--- src/hdl/pxe_pkg.sv ---
// package for the sixteen-bit i2c port expander target
// assumes a single 100 MHz reference clock samples the i2c pins
`default_nettype none
package pxe_pkg;
    localparam logic [3:0] PXE_ADDR_PREFIX = 4'h4;      // fixed address prefix, bits 7..4
    localparam int PXE_PREFIX_MSB = 7;
    localparam int PXE_PREFIX_LSB = 4;
    localparam int PXE_SEL_MSB = 3;
    localparam int PXE_SEL_LSB = 1;
    localparam int PXE_RW_BIT = 0;
    localparam logic [2:0] PXE_BIT_LAST = 3'h7;         // bit counter value of the eighth bit
    localparam logic [15:0] PXE_PORT_RESET = 16'hFFFF;  // port lines come up high

    // link state, gray along start -> address -> ack -> data
    typedef enum logic [2:0] {
        PXE_IDLE = 3'b000,
        PXE_ADDR = 3'b001,
        PXE_ADDR_ACK = 3'b011,
        PXE_WDATA = 3'b010,
        PXE_WACK = 3'b110,
        PXE_RDATA = 3'b111,
        PXE_RACK = 3'b101
    } pxe_state_t;

    // synchronised view of the two bus lines
    typedef struct packed {
        logic scl;
        logic sda;
    } pxe_bus_t;
endpackage
`default_nettype wire

--- src/hdl/pxe_expander.sv ---
// sixteen-bit quasi-bidirectional port expander behind an i2c target
// assumes scl and sda arrive asynchronously; a wired bus resolves the enables
`default_nettype none
module pxe_expander
(
    input wire logic i_ref_clk,
    input wire logic i_rst,
    input wire logic i_scl,
    input wire logic i_sda,
    output logic o_sda,
    output logic o_sda_oe_n,
    input wire logic i_addr_select_hi,
    input wire logic i_addr_select_mid,
    input wire logic i_addr_select_lo,
    input wire logic [7:0] i_low_port_lines,
    input wire logic [7:0] i_high_port_lines,
    output logic [7:0] o_low_port_lines,
    output logic [7:0] o_high_port_lines,
    output logic o_int,
    output logic o_int_oe_n
);
    // ************************************************************
    // input synchronisers
    // ************************************************************
    pxe_pkg::pxe_bus_t bus_meta;
    pxe_pkg::pxe_bus_t bus_sync;
    pxe_pkg::pxe_bus_t bus_prev;
    logic [2:0] sel_meta;
    logic [2:0] sel_sync;
    logic [15:0] pin_meta;
    logic [15:0] pin_sync;

    // two flops on every pin from outside the clock domain
    always_ff @(posedge i_ref_clk or posedge i_rst)
    begin
        if (i_rst)
        begin
            bus_meta <= '{scl: 1'b1, sda: 1'b1};
            bus_sync <= '{scl: 1'b1, sda: 1'b1};
            bus_prev <= '{scl: 1'b1, sda: 1'b1};
            sel_meta <= 3'h0;
            sel_sync <= 3'h0;
            pin_meta <= pxe_pkg::PXE_PORT_RESET;
            pin_sync <= pxe_pkg::PXE_PORT_RESET;
        end
        else
        begin
            bus_meta <= '{scl: i_scl, sda: i_sda};
            bus_sync <= bus_meta;
            bus_prev <= bus_sync;
            sel_meta <= {i_addr_select_hi, i_addr_select_mid, i_addr_select_lo};
            sel_sync <= sel_meta;
            pin_meta <= {i_high_port_lines, i_low_port_lines};
            pin_sync <= pin_meta;
        end
    end

    // ************************************************************
    // bus event decode
    // ************************************************************
    logic scl_rise;
    logic scl_fall;
    logic start_seen;
    logic stop_seen;
    // start and stop are sda edges while scl stays high
    assign scl_rise = bus_sync.scl & ~bus_prev.scl;
    assign scl_fall = ~bus_sync.scl & bus_prev.scl;
    assign start_seen = bus_sync.scl & bus_prev.scl & bus_prev.sda & ~bus_sync.sda;
    assign stop_seen = bus_sync.scl & bus_prev.scl & ~bus_prev.sda & bus_sync.sda;

    // ************************************************************
    // link state machine
    // ************************************************************
    pxe_pkg::pxe_state_t state;
    logic [2:0] bit_cnt;
    logic [7:0] shift;
    logic [7:0] rx_byte;
    logic byte_done;
    logic addr_hit;
    logic high_half;
    logic [7:0] low_hold;
    logic [7:0] tx_byte;
    logic drive_low;
    logic master_nack;
    logic [15:0] port_out;
    logic port_access;
    logic rw_read;
    logic ack_end;
    logic next_half;
    logic [7:0] next_byte;

    assign rx_byte = {shift[6:0], bus_sync.sda};
    assign byte_done = scl_rise && (bit_cnt == pxe_pkg::PXE_BIT_LAST);
    // general call (all zero) can never match the fixed prefix
    assign addr_hit = (rx_byte[pxe_pkg::PXE_PREFIX_MSB:pxe_pkg::PXE_PREFIX_LSB]
                       == pxe_pkg::PXE_ADDR_PREFIX)
                      && (rx_byte[pxe_pkg::PXE_SEL_MSB:pxe_pkg::PXE_SEL_LSB]
                       == sel_sync);
    // the falling edge that closes any ack slot opens the next byte
    assign ack_end = scl_fall && (bit_cnt == 3'h1)
                     && (state == pxe_pkg::PXE_ADDR_ACK || state == pxe_pkg::PXE_WACK
                         || state == pxe_pkg::PXE_RACK);
    // read byte for the slot being opened: low port after the address, then alternate
    assign next_half = (state == pxe_pkg::PXE_RACK) ? ~high_half : high_half;
    assign next_byte = next_half ? pin_sync[15:8] : pin_sync[7:0];

    // state, bit counter and byte-pair position
    always_ff @(posedge i_ref_clk or posedge i_rst)
    begin
        if (i_rst)
        begin
            state <= pxe_pkg::PXE_IDLE;
            bit_cnt <= 3'h0;
            shift <= 8'h00;
            high_half <= 1'b0;
            master_nack <= 1'b0;
            rw_read <= 1'b0;
        end
        else if (start_seen)
        begin
            // a repeated start restarts the address phase
            state <= pxe_pkg::PXE_ADDR;
            bit_cnt <= 3'h0;
            high_half <= 1'b0;
        end
        else if (stop_seen)
        begin
            state <= pxe_pkg::PXE_IDLE;
        end
        else
        begin
            if (scl_rise)
            begin
                shift <= rx_byte;
                bit_cnt <= bit_cnt + 3'h1;
            end
            unique case (state)
                pxe_pkg::PXE_ADDR:
                begin
                    if (byte_done)
                    begin
                        // direction is kept here: shift moves on at the ack bit
                        rw_read <= rx_byte[pxe_pkg::PXE_RW_BIT];
                        // mismatch falls back to idle and waits for a start
                        state <= addr_hit ? pxe_pkg::PXE_ADDR_ACK
                                          : pxe_pkg::PXE_IDLE;
                    end
                end
                pxe_pkg::PXE_WDATA, pxe_pkg::PXE_RDATA:
                begin
                    if (byte_done)
                    begin
                        state <= rw_read ? pxe_pkg::PXE_RACK : pxe_pkg::PXE_WACK;
                    end
                end
                pxe_pkg::PXE_ADDR_ACK, pxe_pkg::PXE_WACK, pxe_pkg::PXE_RACK:
                begin
                    if (scl_rise)
                    begin
                        master_nack <= bus_sync.sda;
                    end
                    if (ack_end)
                    begin
                        bit_cnt <= 3'h0;
                        high_half <= high_half ^ (state != pxe_pkg::PXE_ADDR_ACK);
                        // we pull our own ack slots low, so a nack is the master's
                        // read end; the master follows with a stop
                        state <= master_nack ? pxe_pkg::PXE_IDLE
                               : rw_read ? pxe_pkg::PXE_RDATA
                                         : pxe_pkg::PXE_WDATA;
                    end
                end
                default:
                begin
                    state <= pxe_pkg::PXE_IDLE;
                end
            endcase
        end
    end

    // ************************************************************
    // port data path
    // ************************************************************
    // write pairs: first byte held, the second byte's ack commits all sixteen lines
    always_ff @(posedge i_ref_clk or posedge i_rst)
    begin
        if (i_rst)
        begin
            low_hold <= 8'h00;
            port_out <= pxe_pkg::PXE_PORT_RESET;
        end
        else if (state == pxe_pkg::PXE_WDATA && byte_done && !high_half)
        begin
            low_hold <= rx_byte;
        end
        else if (state == pxe_pkg::PXE_WACK && scl_rise && high_half)
        begin
            // shift still holds the high byte here; the ack bit lands after this edge
            port_out <= {shift, low_hold};
        end
    end
    assign o_low_port_lines = port_out[7:0];
    assign o_high_port_lines = port_out[15:8];

    // read byte is captured at the falling edge that opens each data byte
    always_ff @(posedge i_ref_clk or posedge i_rst)
    begin
        if (i_rst)
        begin
            tx_byte <= 8'hFF;
        end
        else if (ack_end)
        begin
            tx_byte <= next_byte;
        end
        else if (scl_fall && state == pxe_pkg::PXE_RDATA)
        begin
            tx_byte <= {tx_byte[6:0], 1'b1};                              // msb first
        end
    end

    // sda pull-low: acks in write/address phase, data zeros in read phase
    always_ff @(posedge i_ref_clk or posedge i_rst)
    begin
        if (i_rst)
        begin
            drive_low <= 1'b0;
        end
        else if (start_seen || stop_seen)
        begin
            drive_low <= 1'b0;
        end
        else if (ack_end)
        begin
            // closing an ack opens the next read byte with its top bit
            drive_low <= rw_read && !master_nack && !next_byte[7];
        end
        else if (scl_fall)
        begin
            unique case (state)
                pxe_pkg::PXE_ADDR_ACK, pxe_pkg::PXE_WACK: drive_low <= (bit_cnt == 3'h0);
                // tx_byte shifts on this same edge, so bit 6 is the next bit out
                pxe_pkg::PXE_RDATA: drive_low <= !tx_byte[6];
                default: drive_low <= 1'b0;
            endcase
        end
    end

    assign o_sda = 1'b0;
    assign o_sda_oe_n = ~drive_low;

    // ************************************************************
    // interrupt on input change
    // ************************************************************
    logic [15:0] int_ref;
    logic int_active;
    // access clears at the data ack: rising scl in read, falling in write
    assign port_access = (state == pxe_pkg::PXE_RACK && scl_rise)
                         || (state == pxe_pkg::PXE_WACK && scl_fall);

    // reference snapshot taken at every access; a difference on any line latched high pulls the interrupt line low
    always_ff @(posedge i_ref_clk or posedge i_rst)
    begin
        if (i_rst)
        begin
            int_ref <= pxe_pkg::PXE_PORT_RESET;
        end
        else if (port_access)
        begin
            int_ref <= pin_sync;
        end
    end
    // level back to the snapshot clears it by itself
    assign int_active = |((int_ref ^ pin_sync) & port_out);
    always_ff @(posedge i_ref_clk or posedge i_rst)
    begin
        if (i_rst)
        begin
            o_int_oe_n <= 1'b1;
        end
        else
        begin
            o_int_oe_n <= ~(int_active && !port_access);
        end
    end
    assign o_int = 1'b0;
endmodule // pxe_expander
`default_nettype wire

--- config.mk ---
export PLATFORM = sky130hd
export DESIGN_NAME = pxe_expander
export DESIGN_NICKNAME = d
export VERILOG_FILES = /design/src/hdl/pxe_pkg.sv /design/src/hdl/pxe_expander.sv
export SDC_FILE = /design/constraint.sdc
export NUM_CORES = 1
export LEC_CHECK = 0
export BUFFER_PORTS_ARGS = -buffer_cell sky130_fd_sc_hd__buf_2
export CAP_MARGIN = 30
export CORE_MARGIN = 8
export CORE_UTILIZATION = 40
export CTS_CLUSTER_SIZE = 28
export DETAILED_ROUTE_END_ITERATION = 8
export PLACE_DENSITY = 0.57
export SLEW_MARGIN = 15
export SYNTH_ARGS = -nofsm -noshare
export SYNTH_HDL_FRONTEND = slang
export SYNTH_SLANG_ARGS = --single-unit
export TNS_END_PERCENT = 30
--- constraint.sdc ---
create_clock -name i_ref_clk -period 4.1 [get_ports i_ref_clk]
set_input_delay 0.205 -clock i_ref_clk [delete_from_list [all_inputs] [get_ports i_ref_clk]]
set_output_delay 0.205 -clock i_ref_clk [all_outputs]
set_load 0.03 [all_outputs]
# --- Word level (Yosys, flattened, before mapping) ---
# Index checks and enable logic that the tools add are counted.
op_classes:
  n_mux: 27
  n_eq_ne: 15
  reduce_logical: 38
  addsub: 1
  n_bitwise: 20
ops:
  columns: ["cell", "count"]
  rows:
  - ["3-bit two-way mux", 12]
  - ["16-bit bitwise AND", 1]
  - ["16-bit OR reduction", 1]
  - ["16-bit XOR", 1]
  - ["1-bit logical AND", 14]
  - ["7-bit two-way mux", 2]
  - ["3-bit equality test (second input constant)", 4]
  - ["4-bit inequality test (second input constant)", 3]
  - ["1-bit inverter", 10]
  - ["3-bit case mux with 3 select lines", 1]
  - ["3-bit AND reduction", 3]
  - ["1-bit two-way mux", 8]
  - ["8-bit two-way mux", 1]
  - ["4-bit AND reduction", 2]
  - ["1-bit bitwise AND", 7]
  - ["3-bit by 1-bit equality test with 1-bit output (second input constant)", 2]
  - ["3-bit by 2-bit equality test with 1-bit output (second input constant)", 2]
  - ["2-bit nonzero test", 3]
  - ["1-bit zero test", 5]
  - ["4-bit by 3-bit equality test with 1-bit output (second input constant)", 1]
  - ["1-bit logical OR", 4]
  - ["2-bit two-way mux", 2]
  - ["2-bit OR reduction", 2]
  - ["3-bit by 1-bit adder with 3-bit output (second input constant)", 1]
  - ["other kinds (9)", 9]
word_totals:
  out_inout_bits: 20
  ff_bits: 110

# --- Longest topological paths before layout ---
# Gate-level depths: netlist (run 1).
depth:
  word_depth: 8
  ltp_mapped: 8
  ltp_nobuf: 7

# --- Worst setup path after synthesis (run 1) ---
# Ideal clock, no wire load.
synth_path:
  path_kind: "register to register"
  startpoint: "register bus_sync[1] in the netlist's numbering"
  endpoint: "register port_out[0]"
  path_buffers: 2
  arrival_time_ns: 1.667
  path_stages_with_launch: 7
  setup_slack_ns: 2.351
  setup_time_ns: 0.082
  t_required_ns: 4.018
  cell_sequence: "dfstp_2 > nor2b_1 > buf_4 > nand3_1 > nor2_2 > buf_6 > mux2_2"
synth_via:
  elab_chain_cells: 6
  word_cells_on_any_way: 8
  classes_between: "bitwise (2); reduce/logical (6)"
synth_lines:
  columns: ["element", "line_no", "rtl"]
  rows:
  - ["from (decl)", "pxe_expander.sv:26", "pxe_pkg::pxe_bus_t bus_sync;"]
  - ["from (signal assigned)", "pxe_expander.sv:39", "bus_sync <= '{scl: 1'b1, sda: 1'b1};"]
  - ["from (signal assigned)", "pxe_expander.sv:49", "bus_sync <= bus_meta;"]
  - ["1-bit bitwise AND (*)", "pxe_expander.sv:66", "assign scl_rise = bus_sync.scl & ~bus_prev.scl;"]
  - ["1-bit logical AND", "pxe_expander.sv:93", "assign byte_done = scl_rise && (bit_cnt == pxe_pkg::PXE_BIT_LAST);"]
  - ["1-bit logical AND (2 in series)", "pxe_expander.sv:192", "else if (state == pxe_pkg::PXE_WDATA && byte_done && !high_half)"]
  - ["1-bit inverter (no source line)", null, null]
  - ["2-bit AND reduction (no source line) (*)", null, null]
  - ["to (signal assigned)", "pxe_expander.sv:190", "port_out <= pxe_pkg::PXE_PORT_RESET;"]
  - ["to (signal assigned)", "pxe_expander.sv:199", "port_out <= {shift, low_hold};"]
  - ["to (decl)", "pxe_expander.sv:85", "logic [15:0] port_out;"]
# Every way passes the cells marked *; elsewhere a longest branch is shown, timed or not.
# A chain may end at the register's enable or synchronous reset.

# --- Worst setup path in the final report (run 1) ---
layout_path:
  startpoint: "register state[2]"
  endpoint: "register tx_byte[2]"
layout_via:
  elab_chain_cells: 5
  word_cells_on_any_way: 12
  classes_between: "eq/ne (4); mux (3); reduce/logical (5)"
layout_lines:
  columns: ["element", "line_no", "rtl"]
  rows:
  - ["from (decl)", "pxe_expander.sv:74", "pxe_pkg::pxe_state_t state;"]
  - ["from (signal assigned)", "pxe_expander.sv:112", "state <= pxe_pkg::PXE_IDLE;"]
  - ["from (signal assigned)", "pxe_expander.sv:122", "state <= pxe_pkg::PXE_ADDR;"]
  - ["from (signal assigned)", "pxe_expander.sv:128", "state <= pxe_pkg::PXE_IDLE;"]
  - ["3-bit by 2-bit equality test with 1-bit output / 3-bit equality test (equally long branches)", "pxe_expander.sv:101", "&& (state == pxe_pkg::PXE_ADDR_ACK || state == pxe_pkg::PXE_WACK"]
  - ["1-bit logical OR", "pxe_expander.sv:101", null]
  - ["1-bit logical OR", "pxe_expander.sv:102", "|| state == pxe_pkg::PXE_RACK);"]
  - ["1-bit logical AND", "pxe_expander.sv:101", null]
  - ["7-bit two-way mux / 2-bit nonzero test (equally long branches)", null, null]
  - ["to (signal assigned)", "pxe_expander.sv:214", "tx_byte <= next_byte;"]
  - ["to (signal assigned)", "pxe_expander.sv:218", "tx_byte <= {tx_byte[6:0], 1'b1};"]
  - ["to (decl)", "pxe_expander.sv:82", "logic [7:0] tx_byte;"]
# Parallel ways exist; a longest one is shown, timed or not.

==> results of run 1 <==
-- registers in the layout, indices dropped and copies added, names as in the netlist, 2 cells and up --
name,cells
shift,8
state,3
pin_sync,16
bus_prev,2
sel_meta,3
tx_byte,7
int_ref,16
port_out,16
bit_cnt,3
sel_sync,3
bus_meta,2
low_hold,8
bus_sync,2
pin_meta,16
-- synth_stat cells, types with 2 or more instances --
library cell,n,share of area
dfstp_2,78,0.45
mux2_2,45,0.11
dfrtp_1,32,0.17
xor2_1,22,0.042
o21ai_0,17,0.019
inv_1,14,0.011
nand2_1,11,0.0090
mux2i_1,10,0.022
nor2_1,9,0.0074
a21oi_1,8,0.0087
a22oi_1,8,0.013
buf_2,6,0.0065
buf_4,6,0.0098
o22ai_1,6,0.0082
and2_1,5,0.0068
ha_1,4,0.011
nand3_1,4,0.0044
nor2b_1,4,0.0054
nand4_1,3,0.0041
a21boi_0,2,0.0033
and4bb_2,2,0.0054
nand2b_1,2,0.0027
xnor2_1,2,0.0038
-- placed cells by master, fill, tap and decap left out, types with 11 or more instances in the layout --
master	count
o21ai_0	17
dlygate4sd3_1	22
dfstp_2	78
dfrtp_1	32
buf_2	40
inv_1	13
nand2_1	11
mux2_2	45
xor2_1	22
-- where the power goes --
part | switching, uW | internal, uW | total (uW)
clock | 402 | 582 | 984
sequential | 171 | 1250 | 1420
combinational | 210 | 230 | 439
total | 783 | 2060 | 2850
-- per-layer routing --
layer	vias to the layer above	track usage	routed length [um]
met5	-	0	0
met4	0	0.0527	192
met3	14	0.0324	401
met2	49	0.188	4050
met1	1342	0.167	4240
li1	1282	-	-
-- timing repair --
action	in CTS	in global routing
hold buffers	21	1
setup endpoints to repair	0	0
setup buffers	0	0
endpoints found under the hold margin	21	10
-- worst reg2reg max path, stage by stage, from the launching register on --
cell     delay [ns]
dfrtp_1        0.73
o21ai_0        0.19
a211o_1        0.32
a21oi_1        0.62
o21ai_0        0.22
o22ai_1        0.17
-- cell families after synthesis --
logic type / count (synthesis) / share of synthesized area
buffers and inverters: 28 / 0.0311
AND/OR/NAND/NOR: 54 / 0.0730
XOR/XNOR: 25 / 0.0518
multiplexers: 55 / 0.132
other: 1 / 0.000817
AO/OA/AOI/OAI: 55 / 0.0796
flip-flops: 110 / 0.621
adder cells (fa/ha/maj): 4 / 0.0109
-- area by class of cell --
cell class / count / area (sq um)
fillers: 1010 / 5820
flip-flops and latches: 110 / 2850
multi-input cells: 195 / 1600
repair buffers: 65 / 463
clock buffers: 10 / 250
well taps: 143 / 179
clock inverters: 6 / 103
inverters: 14 / 55.1
-- stage by stage --
step                      power [uW]  area, sq um  instances   util
after floorplan                 1760         4600        333      -
after global placement          1860         4900        504  0.433
after detailed placement        1870         4900        504  0.433
after CTS                       2880         5470        541  0.483
after global routing            3000         5500        543  0.486
final                           2850         5500        543  0.486
-- worst max path at each step --
stage	start	end	slack, ns	depth (start not counted)
after CTS	state[1]$_DFFE_PP0P_	tx_byte[2]$_DFFE_PP1P_	1.82	5
after floorplan	i_rst	bit_cnt[0]$_DFFE_PP0P_	1.12	1
after global routing	state[1]$_DFFE_PP0P_	tx_byte[3]$_DFFE_PP1P_	1.53	5
final	state[2]$_DFFE_PP0P_	tx_byte[2]$_DFFE_PP1P_	1.76	5
after global placement	state[1]$_DFFE_PP0P_	tx_byte[1]$_DFFE_PP1P_	1.90	5
after detailed placement	state[1]$_DFFE_PP0P_	tx_byte[2]$_DFFE_PP1P_	1.81	5
==> reports/qor.txt, run 1 <==
status = complete, no violations
vias in the first global route = 2694
# H-tree levels = 3
final WL = 8880 um
GPL Wtd Cong = 0.786
Critical Path Source Type = register
die area = 15200 sq um
Worst setup EP type = register
clk_lat worst skew = 0.34 ns
Rows = 39
CTS resizes = 0
Slew Limit Fails = 0
Worst Reg2Reg Path Length in Cells = 5
CTS tree = done
measured slew at the worst slew-check pin = 0.799 ns
WHS = 0.340 ns
Crit path top cell by count = o21ai_0
Crit Path Category = reg -> reg
antenna violations before repair = 0
share of cells above drive strength 1 = 0.498
ys flop type = dfstp_2
Antenna Cells = 0
# IOs = 43
Slew HR = 0.467
P&R area growth vs syn = 19.8%
CTS root buffer = clkbuf_16
Avg Vias per Cell = 4.95
clock slew at reported path FFs = 0.08 ns
P per Cell Area = 517 nW/um^2
reg2reg end = tx_byte[2]$_DFFE_PP1P_
Tot GR Track Use = 0.125
arrival time worst endpoint = 2.60 ns
initial DRC count = 134
Crit path max-delay family = compound AO/OA/AOI/OAI gates
CP Buf/Inv Count = 0
CP max FO = 19
FMAX = 428 MHz
MaxCap Viol Count = 0
setup TNS = 0 ns
worst reg2reg path startpoint = state[2]$_DFFE_PP0P_
slowest CP cell = dfrtp_1
global-route wire length before repair = 14400 um
WP data required = 4.36 ns
Die H = 123 um
final hold viol count = 0
Final HPWL DP = 6220 um
Final period util = 0.570
crit-path cells = o21ai_0, a211o_1, a21oi_1, o21ai_0, o22ai_1
Hold WC Path Type = in -> async
Seq/Total Area, Yosys = 0.621
largest net degree at the start of global routing = 82
post-route setup slack = 1.76 ns
DIE WIDTH = 123 um
Pleak = 0.00243 uW
R2R Setup Slk = 1.76 ns
core region area = 11300 sq um
Clock Sink Count = 110
Final min period = 2.34 ns
Mapped Cells = 332
RSZ-0062 raised after global routing = no
crit-path max cell delay = 0.73 ns
Max Clock Skew = 0.00806 ns
Avg WL per Cell = 16.4 um
synth warn = 0
Setup Viol. Count Final = 0
global route overflow = 0
mapped cell area = 4590 sq um
ys async rst share = 1.00
vias = 2687
CTS Buffer Depth = 2
DRC viols = 0
DRT Pass-1 Iters = 4
initial core utilization = 0.406
IO Port Bufs = 40
dpl ws = 1.81 ns
antenna viol nets, final = 0
Num CTS Buffers = 9
NumNets Final = 422
Yosys reg bits = 110
Unique masters post-synth = 55
Max IR drop VDD = 0.229 mV
Syn Area/Cell = 13.8 sq um
Post-synth EDFFs = 0
Note: power is estimated with default switching activity, not from simulation.
==> run 2, diff against run 1 <==
ABC_AREA = 1   (was unset)
clock period = 2.4 ns   (was 4.1 ns; I/O delays follow)
==> reports/qor.txt, run 2 <==
die area = 15100 sq um (-0.15%)
IO Port Bufs = 40 (unchanged)
largest net degree at the start of global routing = 90 (+9.8%)
final hold viol count = 0 (unchanged)
Final HPWL DP = 6820 um (+9.7%)
CTS Buffer Depth = 2 (unchanged)
# H-tree levels = 3 (unchanged)
Post-synth EDFFs = 0 (unchanged)
WP data required = 2.67 ns (-1.69 ns)
top cells by count, synth = 125 x nand2_1, 78 x dfstp_2, 58 x inv_1
ys async rst share = 1.00 (unchanged)
Tot GR Track Use = 0.137 (+0.0127)
Mapped Cells = 473 (+42%)
final WL = 9620 um (+8.3%)
FMAX = 556 MHz (+30%)
CTS tree = done
mapped cell area = 4580 sq um (-0.16%)
CTS root buffer = clkbuf_16
WHS = 0.0882 ns (-0.251 ns)
Yosys reg bits = 110 (unchanged)
status = complete, no violations
Syn Area/Cell = 9.69 sq um (-30%)
initial DRC count = 139 (+3.7%)
reg2reg end = port_out[6]$_DFFE_PP1P_
global-route wire length before repair = 16000 um (+11%)
Rows = 39 (unchanged)
DIE WIDTH = 123 um (about the same)
most frequent cells in the layout = 125 x nand2_1, 78 x dfstp_2, 57 x inv_1
Hold WC Path Type = in -> async
Crit Path Category = reg -> reg
Unique masters post-synth = 36 (-35%)
NumNets Final = 563 (+33%)
GPL Wtd Cong = 0.827 (+5.2%)
arrival time worst endpoint = 2.06 ns (-0.54 ns)
vias = 3267 (+22%)
worst reg2reg path startpoint = bus_sync[1]$_DFF_PP1_
Antenna Cells = 0 (unchanged)
antenna violations before repair = 0 (unchanged)
setup TNS = 0 ns (unchanged)
Num CTS Buffers = 9 (unchanged)
Critical Path Source Type = register
synth warn = 0 (unchanged)
core region area = 11300 sq um (unchanged)
Final period util = 0.749 (+0.179)
ys flop type = dfstp_2
top cells by area, synth = dfstp_2 45%, dfrtp_1 17%, nand2_1 10%
Worst setup EP type = register
vias in the first global route = 3132 (+16%)
Seq/Total Area, Yosys = 0.622 (+0.00102)
Clock Sink Count = 110 (unchanged)
RSZ-0062 raised after global routing = no
CP max FO = 32 (+13)
Max Clock Skew = 0.00526 ns (-0.00280 ns)
fin area = 5430 sq um (-1.4%)
P&R area growth vs syn = 18.4%
R2R Setup Slk = 0.60 ns (-1.16 ns)
Avg Vias per Cell = 4.78 (-3.5%)
most frequent cell after synthesis = nand2_1
share of the synthesized area in the top cell type = 0.447 (+0.000731)
setup bufs post-CTS = 0 (unchanged)
Setup Viol. Count Final = 0 (unchanged)
commonest non-fill, non-tap cell in the layout = nand2_1
Pleak = 0.00247 uW (+1.6%)
Avg WL per Cell = 14.1 um (-14%)
antenna viol nets, final = 0 (unchanged)
clk_lat worst skew = 0.34 ns (about the same)
# IOs = 43 (unchanged)
share of cells above drive strength 1 = 0.299 (-0.198)
DRC viols = 0 (unchanged)
Final min period = 1.80 ns (-0.539 ns)
Worst Reg2Reg Path Length in Cells = 7 (+2)
P per Cell Area = 721 nW/um^2 (+39%)
post-synth top area cell = dfstp_2
Slew HR = 0.581 (+0.115)
MaxCap Viol Count = 0 (unchanged)
global route overflow = 0 (unchanged)
Max IR drop VDD = 0.452 mV (+97%)
clock slew at reported path FFs = 0.07 ns (about the same)
initial core utilization = 0.405 (-0.000663)
Die H = 123 um (about the same)
measured slew at the worst slew-check pin = 0.627 ns (-0.172 ns)
Slew Limit Fails = 0 (unchanged)
placed cell area = 4910 sq um (+0.23%)
DRT Pass-1 Iters = 5 (+1)
## run 2: changes by cell type after synthesis, sizes merged, moves of 17 or more
cell,previous run,this run
nand3,4,22
mux2,45,0
o21ai,18,60
xor2,23,0
nor2,10,27
inv,14,60
nand2,12,130
a21oi,9,26
## run 2: what timing repair did
item,4_1_cts,5_1_grt
endpoints found under the hold margin,21,0
hold buffers,21,0
gates resized for setup,0,0
## run 2: report_power, final
group,leakage [uW],switching [uW],internal (uW)
Sequential,0.00123,78.0,1980
Combinational,0.00109,229,120
Clock,0.000150,641,868
Total,0.00247,948,2970
## run 2: worst max-delay path by stage
stage | start | cells past startpoint | slack, ns | endpoint
after floorplan | bus_sync[1]$_DFF_PP1_ | 9 | 0.93 | low_hold[2]$_DFFE_PP0P_
after global placement | state[1]$_DFFE_PP0P_ | 8 | 0.69 | int_ref[11]$_DFFE_PP1P_
after detailed placement | bus_sync[1]$_DFF_PP1_ | 7 | 0.63 | port_out[6]$_DFFE_PP1P_
after CTS | bus_sync[1]$_DFF_PP1_ | 7 | 0.61 | port_out[6]$_DFFE_PP1P_
after global routing | state[1]$_DFFE_PP0P_ | 8 | 0.44 | int_ref[11]$_DFFE_PP1P_
final | bus_sync[1]$_DFF_PP1_ | 7 | 0.60 | port_out[6]$_DFFE_PP1P_
## run 2: cell type report
type | count | area (sq um)
tap | 143 | 179
timing repair buffer | 65 | 453
clock inverter | 3 | 43.8
sequential | 110 | 2850
inverter | 61 | 233
fill | 1088 | 5890
multi-input combinational | 289 | 1410
clock buffer | 13 | 260
## run 2: stage by stage
stage / power (uW) / util / cells / setup slack, ns
6_report: 3920 / 0.479 / 684 / 0.603
4_1_cts: 3960 / 0.479 / 684 / 0.607
3_5_place_dp: 2410 / 0.434 / 647 / 0.633
2_1_floorplan: 2310 / - / 474 / 0.931
3_3_place_gp: 2400 / 0.434 / 647 / 0.693
5_1_grt: 4080 / 0.479 / 684 / 0.438
## run 2: cell families (layout without fill, tap and decap cells)
group,count (synthesis),in the layout,synth area share
other cells,1,2,0.000818
flops,110,110,0.622
fa+ha+maj,4,4,0.0109
buf+inv,75,142,0.0718
xor+xnor,1,1,0.00191
simple gates,190,190,0.183
compound gates,92,92,0.110
## run 2: routing by layer
layer / GRT usage / routed length (um) / vias up
met5: 0 / 0 / -
met4: 0.0519 / 149 / 0
met3: 0.0320 / 387 / 10
met2: 0.197 / 4230 / 60
met1: 0.198 / 4860 / 1570
li1: - / - / 1627
## run 2: critical path, stage by stage, from the launching register on
cell and delay (ns):
dfstp_2 0.59, inv_1 0.07, nor2_2 0.20, inv_1 0.20
nor3_4 0.14, buf_4 0.31, nand2_1 0.11, o21ai_0 0.09
==> run 3, diff against run 2 <==
clock period = 1.69 ns   (was 2.4 ns; I/O delays follow)
==> reports/qor.txt, run 3 (synthesized netlist as in run 2, its figures left out) <==
status = complete, no violations
commonest non-fill, non-tap cell in the layout = nand2_1
Num CTS Buffers = 9 (unchanged)
Clock Sink Count = 110 (unchanged)
met3 Track Usage GR = 0.0347 (+0.00274)
combinational share of power = 0.090 (about the same)
die area = 15100 sq um (unchanged)
P&R area growth vs syn = 20.6%
DIE WIDTH = 123 um (unchanged)
arrival time worst endpoint = 1.83 ns (-0.23 ns)
Slew Limit Fails = 0 (unchanged)
Rows = 39 (unchanged)
Worst Reg2Reg Path Length in Cells = 9 (+2)
fin area = 5530 sq um (+1.9%)
reg2reg end = high_half$_DFFE_PP0P_
DRT Pass-1 Iters = 4 (-1)
Sw Share = 0.241 (-0.000627)
antenna viol nets, final = 0 (unchanged)
Fillers = 1070 (-1.7%)
Final Util = 0.489 (+0.00906)
met1 Track Usage GR = 0.188 (-0.00960)
Final period util = 0.942 (+0.193)
measured slew at the worst slew-check pin = 0.547 ns (-0.0799 ns)
busiest grt layer = met2
placed cell area = 4960 sq um (+1.0%)
Max IR drop VDD = 0.662 mV (+47%)
CP max FO = 13 (-59%)
Hold WC Path Type = reg -> reg
CTS Buffer Depth = 2 (unchanged)
CTS root buffer = clkbuf_16
R2R Setup Slk = 0.1 ns (-0.50 ns)
Critical Path Source Type = register
core region area = 11300 sq um (unchanged)
Final HPWL DP = 6840 um (+0.35%)
Flop pwr share = 0.526 (about the same)
Pwr Total = 5570 uW (+42%)
GRT met2 Usage = 0.211 (+0.0143)
Crit Path Category = reg -> reg
IO Port Bufs = 40 (unchanged)
CTS tree = done
clk_lat worst skew = 0.34 ns (about the same)
# H-tree levels = 3 (unchanged)
vias = 3305 (+1.2%)
Die H = 123 um (unchanged)
Tot GR Track Use = 0.138 (+0.00109)
Slew HR = 0.635 (+0.0537)
Avg WL per Cell = 14.3 um (+1.8%)
area of the multi-input gates = 1430 sq um (+1.2%)
share of cells above drive strength 1 = 0.315 (+0.0157)
Register Area = 2850 sq um (about the same)
MaxCap Viol Count = 0 (unchanged)
Max Clock Skew = 0.00644 ns (+0.00118 ns)
Avg Vias per Cell = 4.78 (about the same)
DRC viols = 0 (unchanged)
Pint = 4230 uW (+42%)
Hold Path Depth = 0
setup TNS = 0 ns (unchanged)
initial core utilization = 0.405 (unchanged)
Clock power frac = 0.385 (about the same)
NumNets Final = 572 (+1.6%)
most frequent cells in the layout = 124 x nand2_1, 78 x dfstp_2, 55 x inv_1
Antenna Cells = 0 (unchanged)
global route overflow = 0 (unchanged)
Worst setup EP type = register
global-route wire length before repair = 16500 um (+3.0%)
switching power = 1350 uW (+42%)
Setup Viol. Count Final = 0 (unchanged)
antenna violations before repair = 0 (unchanged)
HP Start = sel_meta[1]$_DFF_PP0_
P per Cell Area = 1010 nW/um^2 (+40%)
Final min period = 1.59 ns (-0.206 ns)
initial DRC count = 185 (+33%)
GPL Wtd Cong = 0.846 (+2.3%)
final hold viol count = 0 (unchanged)
FMAX = 628 MHz (+13%)
RSZ-0062 raised after global routing = no
Worst Hold End = sel_sync[1]$_DFF_PP0_
# IOs = 43 (unchanged)
WP data required = 1.93 ns (-0.74 ns)
clock slew at reported path FFs = 0.07 ns (about the same)
Pleak = 0.00250 uW (+1.3%)
vias in the first global route = 3307 (+5.6%)
final WL = 9910 um (+3.0%)
largest net degree at the start of global routing = 111 (+23%)
worst reg2reg path startpoint = bus_prev[1]$_DFF_PP1_
## run 3: cell count changes in the layout (fill, tap and decap cells not counted), moves of 2 or more
cell,change
clkbuf_8,-2
clkinvlp_4,+3
nand2_4,+2
inv_1,-2
buf_4,+5
## run 3: timing repair
action / in CTS / in global routing
gates resized for setup: 0 / 9
endpoints found under the hold margin: 53 / 0
endpoints found under the setup margin: 0 / 25
buffers inserted: 0 / 1
hold buffers: 22 / 0
## run 3: how the worst max path moves through the flow
stage,start,to,slack [ns]
after floorplan,bus_sync[1]$_DFF_PP1_,low_hold[2]$_DFFE_PP0P_,0.22
after global placement,bus_sync[1]$_DFF_PP1_,low_hold[6]$_DFFE_PP0P_,0.11
after detailed placement,bus_sync[1]$_DFF_PP1_,int_ref[9]$_DFFE_PP1P_,0.09
after CTS,bus_sync[1]$_DFF_PP1_,int_ref[1]$_DFFE_PP1P_,0.08
after global routing,bus_prev[1]$_DFF_PP1_,high_half$_DFFE_PP0P_,0.006
final,bus_prev[1]$_DFF_PP1_,high_half$_DFFE_PP0P_,0.1
## run 3: cell type report
cell class | count | share of cell area
tap | 143 | 0.0324
multi-input combinational | 289 | 0.258
timing repair inverter | 2 | 0.00271
timing repair buffer | 72 | 0.0941
inverter | 61 | 0.0428
clock buffer | 12 | 0.0466
clock inverter | 3 | 0.00792
sequential | 110 | 0.516
## run 3: routing by layer
metal / vias up / share of wire
li1: 1645 / -
met1: 1583 / 0.48
met2: 68 / 0.45
met3: 9 / 0.052
met4: 0 / 0.014
met5: - / 0
## run 3: per-stage QoR
| stage | hold slack [ns] | worst slack, ns | cells |
|---|---|---|---|
| floorplan | 0.0890 | 0.221 | 474 |
| global placement | 0.189 | 0.105 | 652 |
| detailed placement | 0.191 | 0.0886 | 652 |
| CTS | 0.351 | 0.0811 | 689 |
| global route | 0.355 | 0.00630 | 692 |
| finish | 0.348 | 0.0988 | 692 |
## run 3: power groups by stage
stage	combinational [uW]	clock, uW	sequential [uW]
detailed placement	460	0	2970
global placement	455	0	2960
global route	577	2310	2950
floorplan	344	0	2930
CTS	503	2200	2930
finish	500	2140	2930
## run 3: worst max-delay path: stages, from the launching register on
cell and delay (ns):
dfstp_2 0.59, inv_2 0.06, nor2_4 0.12, nand3_1 0.11, clkinv_1 0.10, nand2_4 0.14
nand2_1 0.18, nand3_1 0.09, nand2_1 0.06, nor2_1 0.04
